--- src/hdl/lks_map.svh ---
// Offsets, field positions, reset values and widths of the link stack
`ifndef LKS_MAP_SVH
`define LKS_MAP_SVH
`define LKS_LEVEL_ADDR   4'h1
`define LKS_LEVEL_RESET  4'hf
`define LKS_LEVEL_EMPTY  4'hf
`define LKS_PC_WIDTH     13
`define LKS_PC_LAST      13'h1fff
`define LKS_PC_START     13'h0000
`define LKS_SLOT_WIDTH   16
`define LKS_SLOT_COUNT   15
`define LKS_HALF_BIT     13
`define LKS_PAGE_LO      11
`define LKS_PAGE_HI      12
`endif

--- src/hdl/lks_pkg.sv ---
// Types shared by the link stack files
package lks_pkg;
  typedef enum logic [10:0] {
    LKS_OP_NONE   = 11'h001,
    LKS_OP_CALL   = 11'h002,
    LKS_OP_RET    = 11'h004,
    LKS_OP_LEAVE_INTERRUPT   = 11'h008,
    LKS_OP_TABLE  = 11'h010,
    LKS_OP_PUSH   = 11'h020,
    LKS_OP_POP    = 11'h040,
    LKS_OP_SVC    = 11'h080,
    LKS_OP_JUMP   = 11'h100,
    LKS_OP_IJUMP  = 11'h200,
    LKS_OP_INTR   = 11'h400
  } lks_op_e;
  typedef struct packed {
    lks_op_e     op;
    logic [12:0] target;
    logic        target_half;
    logic [15:0] pointer_word;
    logic        irq;
  } lks_cmd_s;
  typedef struct packed {
    logic       wr;
    logic       rd;
    logic [3:0] addr;
    logic [3:0] wdata;
  } lks_reg_s;
endpackage

--- src/hdl/lks_link_stack.sv ---
// Link stack, level counter and program counter of the core sequencer
`include "lks_map.svh"
// Contract
// - Counter past 1fff wraps to 0000 in the same code half.
// - Code half changes only on indirect jump, service entry, interrupt, return or reset.
// - Sixteen 16-bit slot addresses, only slots 0 to 14 store.
// - Four-bit binary level counter selects the slot directly.
// - Register instructions read and write the level counter at address 01.
// - Slot 15 reads as zero; software must avoid level 15 access.
// - All resets set counter to 1111; clock stop holds it.
// - Call: decrement level, then store next address in slot.
// - Return: load counter from slot, then increment level.
// - Table read uses one level, fetches word, restores counter, increments.
// - Interrupt pushes like call but saves the current address; interrupt return pops like return.
// - Pointer save: decrement level, copy pointer word into slot.
// - Pointer restore: copy slot into pointer word, increment level.
// - Service entry: decrement, store address and code half bit.
// - Return after service entry restores address and code half bit.
// - Optional stack fault reset on overflow or underflow, restarting at zero.
// - Stack fault reset option is enabled after power-on or pin reset.
// - Program counter is 13-bit counter plus separate code half bit.
// - Code half bit loaded only by indirect jump, service entry, interrupt, returns and reset.
module lks_link_stack
  import lks_pkg::*;
#(
  parameter int SLOTS = `LKS_SLOT_COUNT
) (
  // Clock and reset
  input  wire logic        clk,
  input  wire logic        rst_b,
  input  wire logic        pin_reset,
  input  wire logic        ce_reset,
  input  wire logic        clock_stop,
  // Sequencer command
  input  wire lks_cmd_s    cmd,
  input  wire logic        fault_reset_en_wr,
  input  wire logic        fault_reset_en_val,
  // Register manipulation port
  input  wire lks_reg_s    reg_req,
  output logic      [3:0]  reg_rdata,
  // Program memory port for table reads
  output logic      [13:0] rom_addr,
  input  wire logic [15:0] rom_data,
  // Results
  output logic      [12:0] pc,
  output logic             code_half_select,
  output logic      [15:0] indirect_pointer_word,
  output logic      [15:0] table_buffer,
  output logic      [3:0]  link_level_counter,
  output logic             stack_fault_reset,
  output logic             fault_reset_en,
  output logic             busy
);
  initial begin
    if (SLOTS != 15) $error("lks_link_stack supports fifteen slots only");
  end

  // ========================================
  // Sequencer state
  typedef enum logic [3:0] {
    ST_IDLE  = 4'b0001,
    ST_POPW  = 4'b0010,
    ST_TBL   = 4'b0100,
    ST_TBLR  = 4'b1000
  } lks_state_e;
  lks_state_e state_reg;
  lks_op_e    pend_reg;

  logic [3:0]  level_reg;
  logic [3:0]  level_next;
  logic [12:0] pc_reg;
  logic        half_reg;
  logic [15:0] ptr_reg;
  logic [15:0] tbuf_reg;
  logic        fault_en_reg;
  logic        fault_reg;
  logic        ce_s1_reg, ce_s2_reg, pin_s1_reg, pin_s2_reg, stop_s1_reg, stop_s2_reg;
  logic        slot_wr;
  logic [15:0] slot_wdata;
  logic [15:0] slot_rdata;
  logic        any_reset;

  function automatic logic is_push(input lks_op_e op);
    return op inside {LKS_OP_CALL, LKS_OP_PUSH, LKS_OP_SVC, LKS_OP_INTR, LKS_OP_TABLE};
  endfunction
  function automatic logic is_pop(input lks_op_e op);
    return op inside {LKS_OP_RET, LKS_OP_LEAVE_INTERRUPT, LKS_OP_POP};
  endfunction

  // ========================================
  // Input synchronisers
  always_ff @(posedge clk) begin
    ce_s1_reg   <= ce_reset;
    ce_s2_reg   <= ce_s1_reg;
    pin_s1_reg  <= pin_reset;
    pin_s2_reg  <= pin_s1_reg;
    stop_s1_reg <= clock_stop;
    stop_s2_reg <= stop_s1_reg;
  end

  assign any_reset = !rst_b || pin_s2_reg || ce_s2_reg || fault_reg;
  wire logic idle_go = state_reg == ST_IDLE && !stop_s2_reg && !any_reset;
  wire lks_op_e op = cmd.irq ? LKS_OP_INTR : cmd.op;

  // ========================================
  // Level counter
  always_comb begin
    level_next = level_reg;
    if (reg_req.wr && reg_req.addr == `LKS_LEVEL_ADDR && state_reg == ST_IDLE)
      level_next = reg_req.wdata;
    else if (idle_go && is_push(op))
      level_next = level_reg - 4'h1;
    else if (state_reg == ST_POPW || state_reg == ST_TBLR)
      level_next = level_reg + 4'h1;
  end

  always_ff @(posedge clk) begin
    if (any_reset)
      level_reg <= `LKS_LEVEL_RESET;
    else if (!stop_s2_reg)
      level_reg <= level_next;
  end

  // ========================================
  // Stack fault detection and option
  always_ff @(posedge clk) begin
    if (!rst_b || pin_s2_reg)
      fault_en_reg <= 1'b1;
    else if (fault_reset_en_wr)
      fault_en_reg <= fault_reset_en_val;
  end

  always_ff @(posedge clk) begin
    if (!rst_b || fault_reg)
      fault_reg <= 1'b0;
    else
      fault_reg <= fault_en_reg && !stop_s2_reg && (
        (idle_go && is_push(op) && level_reg == 4'h0) ||
        ((state_reg == ST_POPW || state_reg == ST_TBLR) && level_reg == 4'hf));
  end

  // ========================================
  // Slot writes
  always_comb begin
    slot_wr    = 1'b0;
    slot_wdata = '0;
    if (idle_go) begin
      unique case (op)
        // Every return slot carries the code half, so each exit goes back to the caller's code half
        LKS_OP_CALL, LKS_OP_TABLE: begin
          slot_wr    = 1'b1;
          slot_wdata = {2'b00, half_reg, pc_reg + 13'h1};
        end
        LKS_OP_INTR: begin
          slot_wr    = 1'b1;
          slot_wdata = {2'b00, half_reg, pc_reg};
        end
        LKS_OP_SVC: begin
          slot_wr    = 1'b1;
          slot_wdata = {2'b00, half_reg, pc_reg + 13'h1};
        end
        LKS_OP_PUSH: begin
          slot_wr    = 1'b1;
          slot_wdata = ptr_reg;
        end
        default: begin
          slot_wr    = 1'b0;
          slot_wdata = '0;
        end
      endcase
    end
  end

  lks_slot_mem #(.DEPTH(SLOTS), .WIDTH(`LKS_SLOT_WIDTH)) u_slots (
    .clk     (clk),
    .wr_en   (slot_wr),
    .wr_addr (level_next),
    .wr_data (slot_wdata),
    .rd_addr (level_next),
    .rd_data (slot_rdata)
  );

  // ========================================
  // Sequencer
  always_ff @(posedge clk) begin
    if (any_reset) begin
      state_reg <= ST_IDLE;
      pend_reg  <= LKS_OP_NONE;
    end else if (!stop_s2_reg) begin
      unique case (state_reg)
        ST_IDLE: begin
          pend_reg <= op;
          if (is_pop(op))
            state_reg <= ST_POPW;
          else if (op == LKS_OP_TABLE)
            state_reg <= ST_TBL;
        end
        ST_POPW: state_reg <= ST_IDLE;
        ST_TBL:  state_reg <= ST_TBLR;
        ST_TBLR: state_reg <= ST_IDLE;
      endcase
    end
  end

  // Program counter and code half
  always_ff @(posedge clk) begin
    if (any_reset) begin
      pc_reg   <= `LKS_PC_START;
      half_reg <= 1'b0;
    end else if (idle_go) begin
      unique case (op)
        LKS_OP_JUMP: pc_reg <= {pc_reg[`LKS_PAGE_HI:`LKS_PAGE_LO], cmd.target[10:0]};
        LKS_OP_CALL: pc_reg <= cmd.target;
        LKS_OP_IJUMP: begin
          pc_reg   <= cmd.target;
          half_reg <= cmd.target_half;
        end
        LKS_OP_SVC: begin
          pc_reg   <= cmd.target;
          half_reg <= 1'b1;
        end
        LKS_OP_INTR: begin
          pc_reg   <= cmd.target;
          half_reg <= 1'b0;
        end
        LKS_OP_TABLE, LKS_OP_RET, LKS_OP_LEAVE_INTERRUPT: pc_reg <= pc_reg;
        default: pc_reg <= pc_reg + 13'h1;
      endcase
    end else if (!stop_s2_reg && state_reg == ST_POPW && pend_reg != LKS_OP_POP) begin
      pc_reg   <= slot_rdata[12:0];
      half_reg <= slot_rdata[`LKS_HALF_BIT];
    end else if (!stop_s2_reg && state_reg == ST_TBLR) begin
      pc_reg <= slot_rdata[12:0];
    end
  end

  // Pointer word and table buffer
  always_ff @(posedge clk) begin
    if (!rst_b)
      ptr_reg <= '0;
    else if (!stop_s2_reg && state_reg == ST_POPW && pend_reg == LKS_OP_POP)
      ptr_reg <= slot_rdata;
    else if (idle_go && op == LKS_OP_IJUMP)
      ptr_reg <= ptr_reg;
    else if (idle_go && op == LKS_OP_NONE && cmd.pointer_word != ptr_reg)
      ptr_reg <= cmd.pointer_word;
  end

  always_ff @(posedge clk) begin
    if (!rst_b)
      tbuf_reg <= '0;
    else if (!stop_s2_reg && state_reg == ST_TBL)
      tbuf_reg <= rom_data;
  end

  always_ff @(posedge clk) begin
    if (!rst_b)
      reg_rdata <= 4'h0;
    else if (reg_req.rd && reg_req.addr == `LKS_LEVEL_ADDR)
      reg_rdata <= level_reg;
    else
      reg_rdata <= 4'h0;
  end

  assign rom_addr              = ptr_reg[13:0];
  assign pc                    = pc_reg;
  assign code_half_select      = half_reg;
  assign indirect_pointer_word = ptr_reg;
  assign table_buffer          = tbuf_reg;
  assign link_level_counter    = level_reg;
  assign stack_fault_reset     = fault_reg;
  assign fault_reset_en        = fault_en_reg;
  assign busy                  = state_reg != ST_IDLE;

  // ========================================
  // Checks
  chk_reset_level: assert property (@(posedge clk) !rst_b |=> level_reg == 4'hf)
    else $error("level not 1111 after reset");
  chk_push_dec: assert property (@(posedge clk) disable iff (!rst_b)
    idle_go && is_push(op) && !(reg_req.wr && reg_req.addr == `LKS_LEVEL_ADDR) && !stop_s2_reg
    |=> level_reg == $past(level_reg) - 4'h1 || any_reset)
    else $error("push did not decrement level");
  chk_pop_inc: assert property (@(posedge clk) disable iff (!rst_b)
    state_reg == ST_POPW && !stop_s2_reg && !any_reset && !reg_req.wr
    |=> level_reg == $past(level_reg) + 4'h1 || fault_reg)
    else $error("pop did not increment level");
  chk_wrap_pc: assert property (@(posedge clk) disable iff (any_reset)
    idle_go && op == LKS_OP_NONE && pc_reg == `LKS_PC_LAST |=> pc_reg == 13'h0 && half_reg == $past(half_reg))
    else $error("pc wrap left the code half");
  chk_stop_hold: assert property (@(posedge clk) disable iff (any_reset)
    stop_s2_reg |=> $stable(level_reg))
    else $error("level changed while stopped");
  chk_fault_en: assert property (@(posedge clk) !rst_b |=> fault_en_reg)
    else $error("fault option not enabled");
  chk_overflow: assert property (@(posedge clk) disable iff (!rst_b)
    fault_en_reg && idle_go && is_push(op) && level_reg == 4'h0 |=> fault_reg)
    else $error("overflow not flagged");
  chk_fault_pc: assert property (@(posedge clk) disable iff (!rst_b)
    fault_reg |=> pc_reg == 13'h0 && level_reg == 4'hf)
    else $error("fault reset did not restart");
  chk_table_len: assert property (@(posedge clk) disable iff (any_reset || stop_s2_reg)
    state_reg == ST_TBL |=> state_reg == ST_TBLR ##1 state_reg == ST_IDLE)
    else $error("table read sequence broken");
  chk_half_src: assert property (@(posedge clk) disable iff (any_reset)
    $changed(half_reg) |-> $past(state_reg == ST_POPW || any_reset ||
      (idle_go && op inside {LKS_OP_SVC, LKS_OP_IJUMP, LKS_OP_INTR})))
    else $error("code half changed by illegal op");
  cov_call: cover property (@(posedge clk) idle_go && op == LKS_OP_CALL);
  cov_svc_ret: cover property (@(posedge clk) idle_go && op == LKS_OP_SVC ##[1:20] state_reg == ST_POPW);
  cov_table: cover property (@(posedge clk) state_reg == ST_TBLR);
  cov_fault: cover property (@(posedge clk) fault_reg);
endmodule

--- src/hdl/lks_slot_mem.sv ---
// Link slot storage with registered read data
`include "lks_map.svh"
module lks_slot_mem
  import lks_pkg::*;
#(
  parameter int DEPTH = `LKS_SLOT_COUNT,
  parameter int WIDTH = `LKS_SLOT_WIDTH
) (
  // Clock
  input  wire logic             clk,
  // Write port
  input  wire logic             wr_en,
  input  wire logic [3:0]       wr_addr,
  input  wire logic [WIDTH-1:0] wr_data,
  // Read port
  input  wire logic [3:0]       rd_addr,
  output logic      [WIDTH-1:0] rd_data
);
  initial begin
    if (DEPTH > 15 || DEPTH < 1) $error("lks_slot_mem depth out of range");
  end
  logic [WIDTH-1:0] mem [DEPTH];
  // Slot 15 has no storage; writes there are dropped
  always_ff @(posedge clk) begin
    if (wr_en && int'(wr_addr) < DEPTH) mem[wr_addr] <= wr_data;
  end
  always_ff @(posedge clk) begin
    rd_data <= (int'(rd_addr) < DEPTH) ? mem[rd_addr] : '0;
  end
endmodule

--- config.mk ---
export PLATFORM = sky130hd
export DESIGN_NAME = lks_link_stack
export DESIGN_NICKNAME = d
export VERILOG_FILES = /design/src/hdl/lks_pkg.sv /design/src/hdl/lks_link_stack.sv /design/src/hdl/lks_slot_mem.sv
export VERILOG_INCLUDE_DIRS = /design/src /design/src/hdl
export SDC_FILE = /design/constraint.sdc
export NUM_CORES = 1
export LEC_CHECK = 0
export BUFFER_PORTS_ARGS = -buffer_cell sky130_fd_sc_hd__buf_2
export CORE_ASPECT_RATIO = 0.8
export CORE_MARGIN = 2
export CORE_UTILIZATION = 55
export DETAILED_ROUTE_END_ITERATION = 12
export PLACE_DENSITY_LB_ADDON = 0.05
export RECOVER_POWER = 100
export SYNTH_ARGS = -nofsm -noshare
export SYNTH_HDL_FRONTEND = slang
export SYNTH_SLANG_ARGS = --single-unit
--- constraint.sdc ---
create_clock -name clk -period 4.3 [get_ports clk]
set_clock_uncertainty 0.05 [all_clocks]
set_input_delay 0.43 -clock clk [delete_from_list [all_inputs] [get_ports clk]]
set_output_delay 0.43 -clock clk [all_outputs]
set_load 0.02 [all_outputs]
### Word-level counts from Yosys, hierarchy flattened

Memory sizes are Yosys's and may differ from the RTL's. A register that Yosys moved wholly into a read port is not among the register bits.
Cells that the tools add are included.

* $add $sub $neg: 3
* magnitude comparators: 1
* eq/ne operators: 26
* multiplexer cells: 23
* bitwise logic cells: 1
* reductions and logical operators: 47

Operator list (number)
* $mux W16: 4
* $pmux W16 S3: 1
* $mux W13: 3
* $pmux W13 S3: 1
* $eq A11 B7 Y1 const B: 2
* $mux W4: 5
* $logic_and A1 B1 Y1: 19
* $ne A16 B16 Y1: 1
* $add A13 B1 Y13 const B: 1
* $pmux W4 S3: 1
* $reduce_and A2 Y1: 6
* $eq A11 B1 Y1 const B: 1
* $eq A11 B10 Y1 const B: 1
* $eq A11 B11 Y1 const B: 1
* $eq A11 B2 Y1 const B: 1
* $eq A11 B3 Y1 const B: 1
* $eq A11 B4 Y1 const B: 1
* $eq A11 B5 Y1 const B: 1
* $eq A11 B6 Y1 const B: 1
* $eq A11 B8 Y1 const B: 1
* $eq A11 B9 Y1 const B: 1
* $mux W11: 1
* $ne A11 B7 Y1 const B: 1
* $eq A4 B1 Y1 const B: 2
* 23 further kinds: 43

* register bits: 77
* memory bits (writable): 240
* input port bits: 75
* memories: 1

Memories
* u_slots.mem: words 15, bits a word 16, read ports 1, clocked after memory_dff 1, write ports 1, RTL line lks_slot_mem.sv:22 `logic [WIDTH-1:0] mem [DEPTH];`

### Depth between registers and ports, before layout

Gate-level depths: netlist of the first run.

* word-level depth: 13
* mapped depth: 13
* depth with buffers taken out: 9

### Hierarchy

Synthesis of the first run repeated with hierarchy kept, for this count alone.

* cells, all modules: 1088
* area, all modules: 14347.5 um2

By module, submodules not included
* lks_slot_mem: times used 1, cells an instance 491, area each 9678.0 um2
* lks_link_stack: times used 1, cells an instance 597, area each 4669.5 um2

### Least setup slack after synthesis of the first run

Ideal clock, no wire load.

* path type: in2reg
* start: input port cmd[41] (netlist name)
* end: memory u_slots.mem[9][0] (netlist name), enable pin
* library setup time: 0.388 ns
* data arrival time: 3.232 ns
* setup slack: 0.630 ns
* stages on the path: 10
* path through: clkbuf_1 > nor4_1 > nand4_1 > o211ai_2 > a41oi_1 > xor2_1 > o21ai_1 > buf_1 > nand2_1 > nor2_1

* cells in the longest elaborated chain, start to end: 10

RTL lines
* start, declared: RTL line lks_link_stack.sv:35 `input wire lks_cmd_s cmd,`
* $mux W11 *: RTL line lks_link_stack.sv:103 `wire lks_op_e op = cmd.irq ? LKS_OP_INTR : cmd.op;`
* $eq A11 B2 Y1 (tied with other cells): RTL line lks_link_stack.sv:84, lks_link_stack.sv:148
* $reduce_bool A5 Y1: RTL line lks_link_stack.sv:84 `return op inside {LKS_OP_CALL, LKS_OP_PUSH, LKS_OP_SVC, LKS_OP_INTR, LKS_OP_TABLE};`
* $logic_and A1 B1 Y1: RTL line lks_link_stack.sv:111 `else if (idle_go && is_push(op))`
* $mux W4: RTL line lks_link_stack.sv:111
* $mux W4: RTL line lks_link_stack.sv:109 `` if (reg_req.wr && reg_req.addr == `LKS_LEVEL_ADDR && state_reg == ST_IDLE) ``
* $lt A4 B4 Y1: RTL line lks_slot_mem.sv:25 `if (wr_en && int'(wr_addr) < DEPTH) mem[wr_addr] <= wr_data;`
* $logic_and A1 B1 Y1: RTL line lks_slot_mem.sv:25
* $mux W1: RTL line lks_slot_mem.sv:25
* $mux W1 (implied by the code): RTL line lks_slot_mem.sv:25
* end, declared: RTL line lks_slot_mem.sv:22

Every way passes the cells marked *; elsewhere a longest branch is shown, timed or not.

### Worst setup path after layout of the first run

* start: register state_reg[0]
* end: memory u_slots.mem[13][3] (netlist name), enable pin

* cells in the longest elaborated chain, start to end: 10

RTL lines
* start, declared: RTL line lks_link_stack.sv:66 `lks_state_e state_reg;`
* start signal, assigned: RTL line lks_link_stack.sv:187 `state_reg <= ST_IDLE;`
* start signal, assigned: RTL line lks_link_stack.sv:194 `state_reg <= ST_POPW;`
* start signal, assigned: RTL line lks_link_stack.sv:196 `state_reg <= ST_TBL;`
* $eq A4 B1 Y1: RTL line lks_link_stack.sv:102, lks_link_stack.sv:109
* $logic_and A1 B1 Y1 (2 in series): RTL line lks_link_stack.sv:102 `wire logic idle_go = state_reg == ST_IDLE && !stop_s2_reg && !any_reset;`
* $logic_and A1 B1 Y1: RTL line lks_link_stack.sv:111
* $mux W4: RTL line lks_link_stack.sv:111
* $mux W4: RTL line lks_link_stack.sv:109
* $lt A4 B4 Y1: RTL line lks_slot_mem.sv:25
* $logic_and A1 B1 Y1: RTL line lks_slot_mem.sv:25
* $mux W1: RTL line lks_slot_mem.sv:25
* $mux W1 (implied by the code): RTL line lks_slot_mem.sv:25

Several ways; a longest one is shown, not always the timed one.

==> results of run 1 <==
logic make-up after synthesis:
group | count (synthesis) | share of synthesized area (%)
flops | 333 | 61.1
xor+xnor | 33 | 1.95
compound gates | 333 | 14.8
fa+ha+maj | 4 | 0.337
simple gates | 441 | 14.7
mux | 41 | 2.86
buf+inv | 127 | 4.29
layer usage:
metal | up-vias | wire length (um) | GRT usage (%)
li1 | 5226 | - | -
met1 | 5589 | 18200 | 42.5
met2 | 535 | 18600 | 44.8
met3 | 63 | 3710 | 5.86
met4 | 0 | 835 | 7.91
met5 | - | 0 | 0
worst max-delay path by stage:
stage            startpoint             endpoint  slack, ns  cells after the start
2_1_floorplan       cmd[41]    u_slots.mem[9][0]       0.63                     10
5_1_grt        state_reg[0]  u_slots.mem[13][11]       0.20                      9
3_5_place_dp     reg_req[5]  u_slots.rd_data[13]       0.51                     11
6_report       state_reg[0]   u_slots.mem[13][3]       0.45                      9
4_1_cts        state_reg[0]  u_slots.rd_data[13]       0.61                     10
3_3_place_gp          rst_b   u_slots.rd_data[4]       0.57                     11
layout make-up:
class | instances | area share [%]
multi-input combinational | 852 | 30.1
inverter | 10 | 0.221
sequential | 333 | 53.5
tap | 357 | 2.64
timing repair buffer | 223 | 6.88
clock buffer | 39 | 5.32
clock inverter | 23 | 1.30
per-stage QoR:
| stage | std cells | area (um2) | hold WS [ns] | worst slack [ns] |
|---|---|---|---|---|
| 4_1_cts | 1837 | 17300 | 0.0904 | 0.606 |
| 2_1_floorplan | 1312 | 14800 | 0.260 | 0.630 |
| 3_3_place_gp | 1772 | 16100 | 0.265 | 0.574 |
| 3_5_place_dp | 1772 | 16100 | 0.275 | 0.515 |
| 6_report | 1837 | 16900 | 0.104 | 0.454 |
| 5_1_grt | 1837 | 16900 | 0.0961 | 0.197 |
repair_timing:
item	4_1_cts	5_1_grt
hold endpoints to repair	3	0
setup endpoints to repair	0	0
hold buffers	3	0
cell usage in the layout, fill, tap and decap left out, types with 5 or more instances in the layout:
| cell | instances |
|---|---|
| xnor2_1 | 29 |
| nand3_1 | 149 |
| a22o_1 | 16 |
| mux2i_1 | 39 |
| nor2_2 | 5 |
| nand2b_1 | 7 |
| a21boi_0 | 16 |
| nor4_1 | 6 |
| inv_1 | 10 |
| and3_1 | 29 |
| buf_2 | 74 |
| a21oi_1 | 87 |
| dfxtp_1 | 93 |
| o211a_1 | 16 |
| a31oi_1 | 5 |
| nand4_1 | 27 |
| clkinv_1 | 5 |
| edfxtp_1 | 240 |
| o311ai_1 | 14 |
| buf_4 | 32 |
| nand2_1 | 127 |
| a221oi_1 | 15 |
| a22oi_1 | 6 |
| clkbuf_2 | 10 |
| buf_12 | 5 |
| nor3_1 | 5 |
| nor2_1 | 52 |
| o21ai_0 | 110 |
| clkbuf_1 | 101 |
| clkinv_2 | 6 |
| clkbuf_16 | 35 |
| a311oi_1 | 6 |
| o211ai_1 | 12 |
tightest hold or removal path: stages:
cell and delay [ns]:
buf_2 0.08, mux2i_1 0.06, nand3b_1 0.07
power by group through the flow:
stage	Combinational [mW]	Clock, mW	Sequential, mW
2_1_floorplan	0.135	0	3.49
3_3_place_gp	0.230	0	3.50
3_5_place_dp	0.231	0	3.50
4_1_cts	0.235	3.00	3.43
5_1_grt	0.250	3.12	3.43
6_report	0.232	2.96	3.43
==> impl_metrics.toml, run 1 <==
[routing]
wl_per_cell_um = 22.5
final_antenna_net_count = 0
routed_via_density = 6.21
dr.pass1.iters = 5
drt_wl_total_um = 41300
vias = 11400
drtIter0Drc = 1180
drc = 0

[timing]
period_needed_ns = 3.85
min_period_over_period_pct = 89.4
setup_viol = 0
fmax_mhz = 260
finalSetupTns_ns = 0
worstMarginPinSlew_ns = 1.60
slew_violations = 17
relSlewSlack_pct = -7.66
rsz0062_at_grt = "no"
hold_viol = 0

[critical_path]
crit_fanout = 14
path_cells = "or3b_1 -> nor3_4 -> nand3_1 -> mux2_1 -> nand2_1 -> nor2b_1 -> nand2_1 -> nor2_1 -> clkbuf_1"
arrival_ns = 3.95
r2r-start = "state_reg[0]"
critPathLaunchType = "flip-flop"
cp_top_family = "simple AND/OR/NAND/NOR gates"
reg2reg_to = "u_slots.mem[13][3]"
ff2ff_setup_slack_ns = 0.45
end_kind = "flip-flop"
slowest_stage = "clkbuf_1"
cp_num_buf_inv = 1
crit_top_cell = "nand2_1"
required_ns = 4.40
worstRegToRegCells = 9
slowest_delay_ns = 0.50
worstSetupPathType = "flip-flop to flip-flop"

[layout]
multi_input_area_um2 = 5110
largest-register = "u_slots.mem"
antenna_cells = 0
drive_above_1_share_pct = 13.5
fin_nets = 1533
seq_area_um2 = 9070
area_growth_syn_to_layout_pct = 14.2
fill_cells = 2169
largest_reg_flops = 240
utilization_pct = 64.2

[die]
row_count = 53
fp.dieH_um = 151
die_w_um = 188
die_area_um2 = 28300
boundaryPins = 146
coreArea_um2 = 26400
initial_core_util_pct = 56.2

[status]
status = "finished, violations left"
violations = "max-capacitance violations, max-slew violations"

[global_route]
grt_pass1_vias = 10800
antenna_found_initial = 0
grt_pass1_wl_um = 63000
grt_max_degree = 81
grt-ovfl-total = 0
grt_use_total_pct = 29.1

[clock_tree]
cts.clk_slew.worst_paths_ns = 0.07
cts_inserted_buffers = 34
cts_tree = "done"
cts_setup_buffers = 0
cts-root-buf = "clkbuf_16"
insertion_delay_ns = 0.53
cts_buffer_depth = 3
cts_resized = 0
cts_sinks = 333
htree_levels = 2

[power_and_ir_drop]
p_sw_mw = 1.41
p_clk_share_pct = 44.7
switching_share_pct = 21.3
seq_power_share_pct = 51.8
p_total_mw = 6.62
vdd_drop_max_mv = 0.340
power.internal_mw = 5.21
power.leakage_nw = 6.20
combinationalPowerShare_pct = 3.5
powerDensity_nw_per_um2 = 391

[synth]
syn_inst = 1312
synth-edff-count = 240
synthFlopType = "edfxtp_1"
syn_avg_cell_area_um2 = 11.3
yosys.area.top_type = "edfxtp_1"
syn_nets = 1391
syn_area_um2 = 14800
yosysMostFrequentCell = "edfxtp_1"
ys_types = 77
synth_warnings = 0
synth.top_cells.by_area = "edfxtp_1 49%, dfxtp_1 13%, nand3_1 5.0%"
synth_commonest_cells = "240 x edfxtp_1, 148 x nand3_1, 126 x nand2_1"
yosysTopAreaCellShare_pct = 48.5
synthArstFlopShare_pct = 0
yosysSeqAreaShare_pct = 61.1
ys_seq_elements = 333

[job]
max_cap_viol_count = 1

[min_path]
hold_path_end = "fault_reset_en"
hp-class = "input port to flip-flop"
min_from = "fault_reset_en_val"
hold_depth = 3

[placement]
globalplace.congestion = 0.968
dp_hpwl_um = 27400
numPortBuffers = 145
No activity file was read; power rests on OpenSTA's default activity.
==> run 2: changes to the inputs <==
Settings changed: BUFFER_PORTS_ARGS -buffer_cell sky130_fd_sc_hd__buf_2 to -buffer_cell sky130_fd_sc_hd__buf_4.
==> run 2 against run 1 <==
  * The run still ends with max-capacitance violations, max-slew violations left
  * First-iteration DRC count rose by 4.4%
  * Combinational power rose by 8%
  * Sequential share of layout area fell by 0.71 points
  * Global-route usage fell by 0.16 points
  * Power fell by 0.74%
  * Clock-buffer cell count rose by 15
  * Non-clock buffer count rose by 2
  * Register-to-register slack got worse by 0.19 ns
  * Sequential cell count did not move
  * Routed wire length fell by 0.40%
  * Via count fell by 0.85%
  * Critical path type unchanged
  * Critical endpoint is now u_slots.rd_data[6]
  * Largest power group unchanged
  * Highest routed layer unchanged
==> impl_metrics.toml, run 2 (synthesis results as in run 1) <==
[routing]
drtIter0Drc = 1232
vias = 11300
final_antenna_net_count = 0
dr.pass1.iters = 5
wl_per_cell_um = 22.4
drt_wl_total_um = 41200
drc = 0
routed_via_density = 6.15

[die]
initial_core_util_pct = 56.2
boundaryPins = 146
coreArea_um2 = 26400
row_count = 53
fp.dieH_um = 151
die_w_um = 188
die_area_um2 = 28300

[global_route]
grt-ovfl-total = 0
antenna_found_initial = 0
grt_pass1_vias = 10600
grt_use_total_pct = 29.0
grt_max_degree = 81
grt_pass1_wl_um = 62700

[critical_path]
cp_num_buf_inv = 2
path_cells = "or4b_1 -> buf_4 -> nor3_1 -> nand3_2 -> mux2_1 -> nand2_4 -> buf_4 -> and3_1 -> o311ai_1 -> a221oi_1"
end_kind = "flip-flop"
arrival_ns = 4.35
cp-startpoint = "pin_s2_reg"
r2r-start = "pin_s2_reg"
worstSetupPathType = "flip-flop to flip-flop"
crit_fanout = 28
required_ns = 4.61
cp_top_family = "simple AND/OR/NAND/NOR gates"
critPathLaunchType = "flip-flop"
slowest_delay_ns = 0.62
crit_top_cell = "buf_4"
slowest_stage = "nor3_1"

[power_and_ir_drop]
powerDensity_nw_per_um2 = 383
vdd_drop_max_mv = 0.254
power.leakage_nw = 6.27

[clock_tree]
cts_buffer_depth = 3
cts-root-buf = "clkbuf_16"
cts_inserted_buffers = 34
htree_levels = 2
cts_tree = "done"
cts.clk_slew.worst_paths_ns = 0.06
cts_sinks = 333
insertion_delay_ns = 0.52

[timing]
hold_viol = 0
min_period_over_period_pct = 93.9
worstMarginPinSlew_ns = 1.72
slew_violations = 17
relSlewSlack_pct = -15.5
rsz0062_at_grt = "no"
fin_hold_ws_ns = 0.118
finalSetupTns_ns = 0
fmax_mhz = 248
period_needed_ns = 4.04
setup_viol = 0

[job]
max_cap_viol_count = 1

[layout]
drive_above_1_share_pct = 13.8
fin_nets = 1535
largest_reg_flops = 240
final_common_cell = "edfxtp_1"
antenna_cells = 0
largest-register = "u_slots.mem"
layout_common_cells = "240 x edfxtp_1, 148 x nand3_1, 126 x nand2_1, 111 x o21ai_0, 110 x buf_4"
area_growth_syn_to_layout_pct = 15.7

[placement]
globalplace.congestion = 0.932
dp_hpwl_um = 27800
numPortBuffers = 145

[status]
status = "finished, violations left"
violations = "max-capacitance violations, max-slew violations"

[min_path]
min_from = "fault_reset_en_val"
hp-class = "input port to flip-flop"
[run 2: changes by cell type in the layout (fill, tap and decap cells not counted), sizes merged]
cell      previous run  this run
clkbuf             148       160
bufinv               3         1
buf                111       116
clkinv              15         5
clkinvlp             2         0
inv                 13        12
[run 2: where the power goes]
group	internal, mW	switching [mW]
logic	0.110	0.140
registers	3.41	0.0216
clock network	1.67	1.21
total	5.20	1.38
[run 2: path summary, 6_finish.rpt]
kind / end / slack, ns / cells past startpoint
setup reg to reg: u_slots.rd_data[6] / 0.26 / 10
hold reg to reg: stop_s2_reg / 0.28 / 0
setup / recovery: u_slots.rd_data[6] / 0.26 / 10
hold / removal: fault_reset_en / 0.12 / 3
[run 2: worst min-delay path: cells and delay by family]
family | cells | cell delay, ns
buffers and inverters | 1 | 0.08
and+or+nand+nor | 1 | 0.08
muxes | 1 | 0.06
[run 2: final cells by class]
type	count	area [um2]
fillers	2217	9220
inverters	10	37.5
repair buffers	225	1400
flip-flops and latches	333	9070
multi-input cells	852	5140
well taps	357	447
clock buffers	54	1000
clock inverters	8	87.6
[run 2: routing by layer]
layer / part of all wire, % / wire, um / global-route usage, % / vias up
met4: 2.3 / 963 / 8.58 / 0
met3: 8.9 / 3660 / 4.61 / 74
met1: 44 / 18100 / 43.7 / 5454
li1: - / - / - / 5226
met2: 45 / 18400 / 43.5 / 562
met5: 0 / 0 / 0 / -
[run 2: per-stage QoR]
stage / setup slack, ns / instance area, um2 / power (mW) / utilization (%) / std cells
final: 0.264 / 17200 / 6.57 / 65.1 / 1839
after global routing: 0.138 / 17200 / 6.74 / 65.1 / 1839
after CTS: 0.481 / 17600 / 6.61 / 66.7 / 1839
after detailed placement: 0.397 / 16500 / 3.75 / 62.4 / 1774
after global placement: 0.465 / 16500 / 3.75 / 62.4 / 1774
after floorplan: 0.630 / 14800 / 3.63 / - / 1312
[run 2: timing repair]
item                                    CTS  global route
hold endpoints to repair                  3             0
gates resized for setup                   0             0
endpoints found under the setup margin    0             0
buffers inserted                          0             0
hold buffers                              3             0
==> run 3: changes to the inputs <==
Settings changed: CORE_UTILIZATION 55 to 45.
==> run 3 against run 2 <==
  * The flow still finishes with violations (max-capacitance violations, max-slew violations)
  * Global-route usage decreased by 3.9 points
  * Core utilization decreased by 12 points
  * Routed wire length increased by 6.6%
  * Worst hold slack got worse by 0.014 ns
  * Sequential cell count unchanged
  * Sequential power about the same
  * First-iteration DRC count decreased by 12%
  * Die area increased by 22%
  * Clock power increased by 8.3%
  * Combinational power about the same
  * Clock-buffer cell count decreased by 11
  * Via count decreased by 0.45%
  * Critical endpoint is now u_slots.rd_data[10]
==> impl_metrics.toml, run 3 (synthesis results as in run 1) <==
[timing]
rsz0062_at_grt = "no"
finalSetupTns_ns = 0
worstMarginPinSlew_ns = 1.69
fin_hold_ws_ns = 0.104
fmax_mhz = 260
layout_setup_ws_ns = 0.451
relSlewSlack_pct = -13.5
setup_viol = 0
period_needed_ns = 3.85
hold_viol = 0
slew_violations = 17
min_period_over_period_pct = 89.5

[critical_path]
slowest_delay_ns = 0.85
path_cells = "or3b_1 -> nor3_1 -> nand3_2 -> mux2_2 -> buf_12 -> nand3_1 -> a21oi_1 -> o311ai_0 -> a221oi_2"
arrival_ns = 4.17
required_ns = 4.62
critPathLaunchType = "flip-flop"
crit_fanout = 80
slowest_stage = "o311ai_0"
ff2ff_setup_slack_ns = 0.45
worstSetupPathType = "flip-flop to flip-flop"
worstRegToRegCells = 9
end_kind = "flip-flop"
reg2reg_to = "u_slots.rd_data[10]"
cp-startpoint = "state_reg[0]"
r2r-start = "state_reg[0]"

[min_path]
min_from = "fault_reset_en_val"
hold_path_end = "fault_reset_en"
hold_depth = 3
hp-class = "input port to flip-flop"

[routing]
dr.pass1.iters = 5
vias = 11300
routed_via_density = 5.93
drtIter0Drc = 1079
final_antenna_net_count = 0
drt_wl_total_um = 43900
wl_per_cell_um = 23.1
drc = 0

[clock_tree]
cts_sinks = 333
cts.clk_slew.worst_paths_ns = 0.06
cts-root-buf = "clkbuf_16"
insertion_delay_ns = 0.53
htree_levels = 2
cts_hold_buffers = 3
cts_buffer_depth = 3
cts_tree = "done"
cts_resized = 0
cts_setup_buffers = 0
cts_inserted_buffers = 35

[die]
die_w_um = 207
row_count = 59
fp.dieH_um = 166
coreArea_um2 = 32500
die_area_um2 = 34500
boundaryPins = 146
initial_core_util_pct = 45.7

[layout]
antenna_cells = 0
drive_above_1_share_pct = 14.2
area_growth_syn_to_layout_pct = 16.9
layout_common_cells = "240 x edfxtp_1, 148 x nand3_1, 125 x nand2_1, 110 x o21ai_0"
multi_input_area_um2 = 5150
fill_cells = 2953
final_common_cell = "edfxtp_1"
largest-register = "u_slots.mem"
fin_nets = 1525
fin_cells = 1900
seq_area_um2 = 9070
largest_reg_flops = 240

[global_route]
antenna_found_initial = 0
grt_pass1_vias = 10600
grt_pass1_wl_um = 66900
grt_use_total_pct = 25.1
grt-ovfl-total = 0
grt_max_degree = 81

[power_and_ir_drop]
vdd_drop_max_mv = 0.277
powerDensity_nw_per_um2 = 393
power.leakage_nw = 6.29

[placement]
globalplace.congestion = 0.880
dp_hpwl_um = 28300
numPortBuffers = 145
pre_cts_slack_ns = 0.481
place_inst = 1833

[job]
max_cap_viol_count = 1

[status]
status = "finished, violations left"
violations = "max-capacitance violations, max-slew violations"
## run 3: layout make-up
cell class,count,area share [%]
clock buffers,43,5.46
well taps,427,3.08
multi-input cells,852,29.7
clock inverters,21,1.38
repair buffers,214,7.92
inverters,10,0.216
flip-flops and latches,333,52.3
## run 3: worst max-delay path by stage
stage                          endpoint  slack, ns  cells after the start
finish              u_slots.rd_data[10]       0.45                      9
global route          u_slots.mem[3][6]       0.19                      9
CTS                  u_slots.rd_data[6]       0.68                      8
detailed placement    u_slots.mem[7][6]       0.48                     10
global placement      u_slots.mem[7][9]       0.54                     10
floorplan             u_slots.mem[9][0]       0.63                     10
## run 3: stage by stage
stage	area (um2)	utilization (%)	total power, mW
floorplan	14800	-	3.63
CTS	17800	54.7	6.86
detailed placement	16600	51.0	3.76
finish	17400	53.4	6.82
global route	17400	53.4	7.02
global placement	16600	51.0	3.76
## run 3: worst max-delay path, delay by kind of cell (launching register included)
family / cells / cell delay [ns]
and+or+nand+nor: 4 / 1.45
buffers and inverters: 1 / 0.25
AOI/OAI and AO/OA: 3 / 1.08
DFF: 1 / 0.49
muxes: 1 / 0.36
## run 3: where the power goes
| group | internal [mW] | switching, mW | total (mW) |
|---|---|---|---|
| combinational | 0.109 | 0.141 | 0.251 |
| sequential | 3.41 | 0.0236 | 3.44 |
| clock | 1.88 | 1.26 | 3.13 |
## run 3: per-layer routing
metal	vias up	share of wire (%)	GRT usage (%)
li1	5196	-	-
met1	5577	48	38.8
met2	443	44	37.2
met3	49	7.2	3.98
met4	0	1.4	4.97
met5	-	0	0
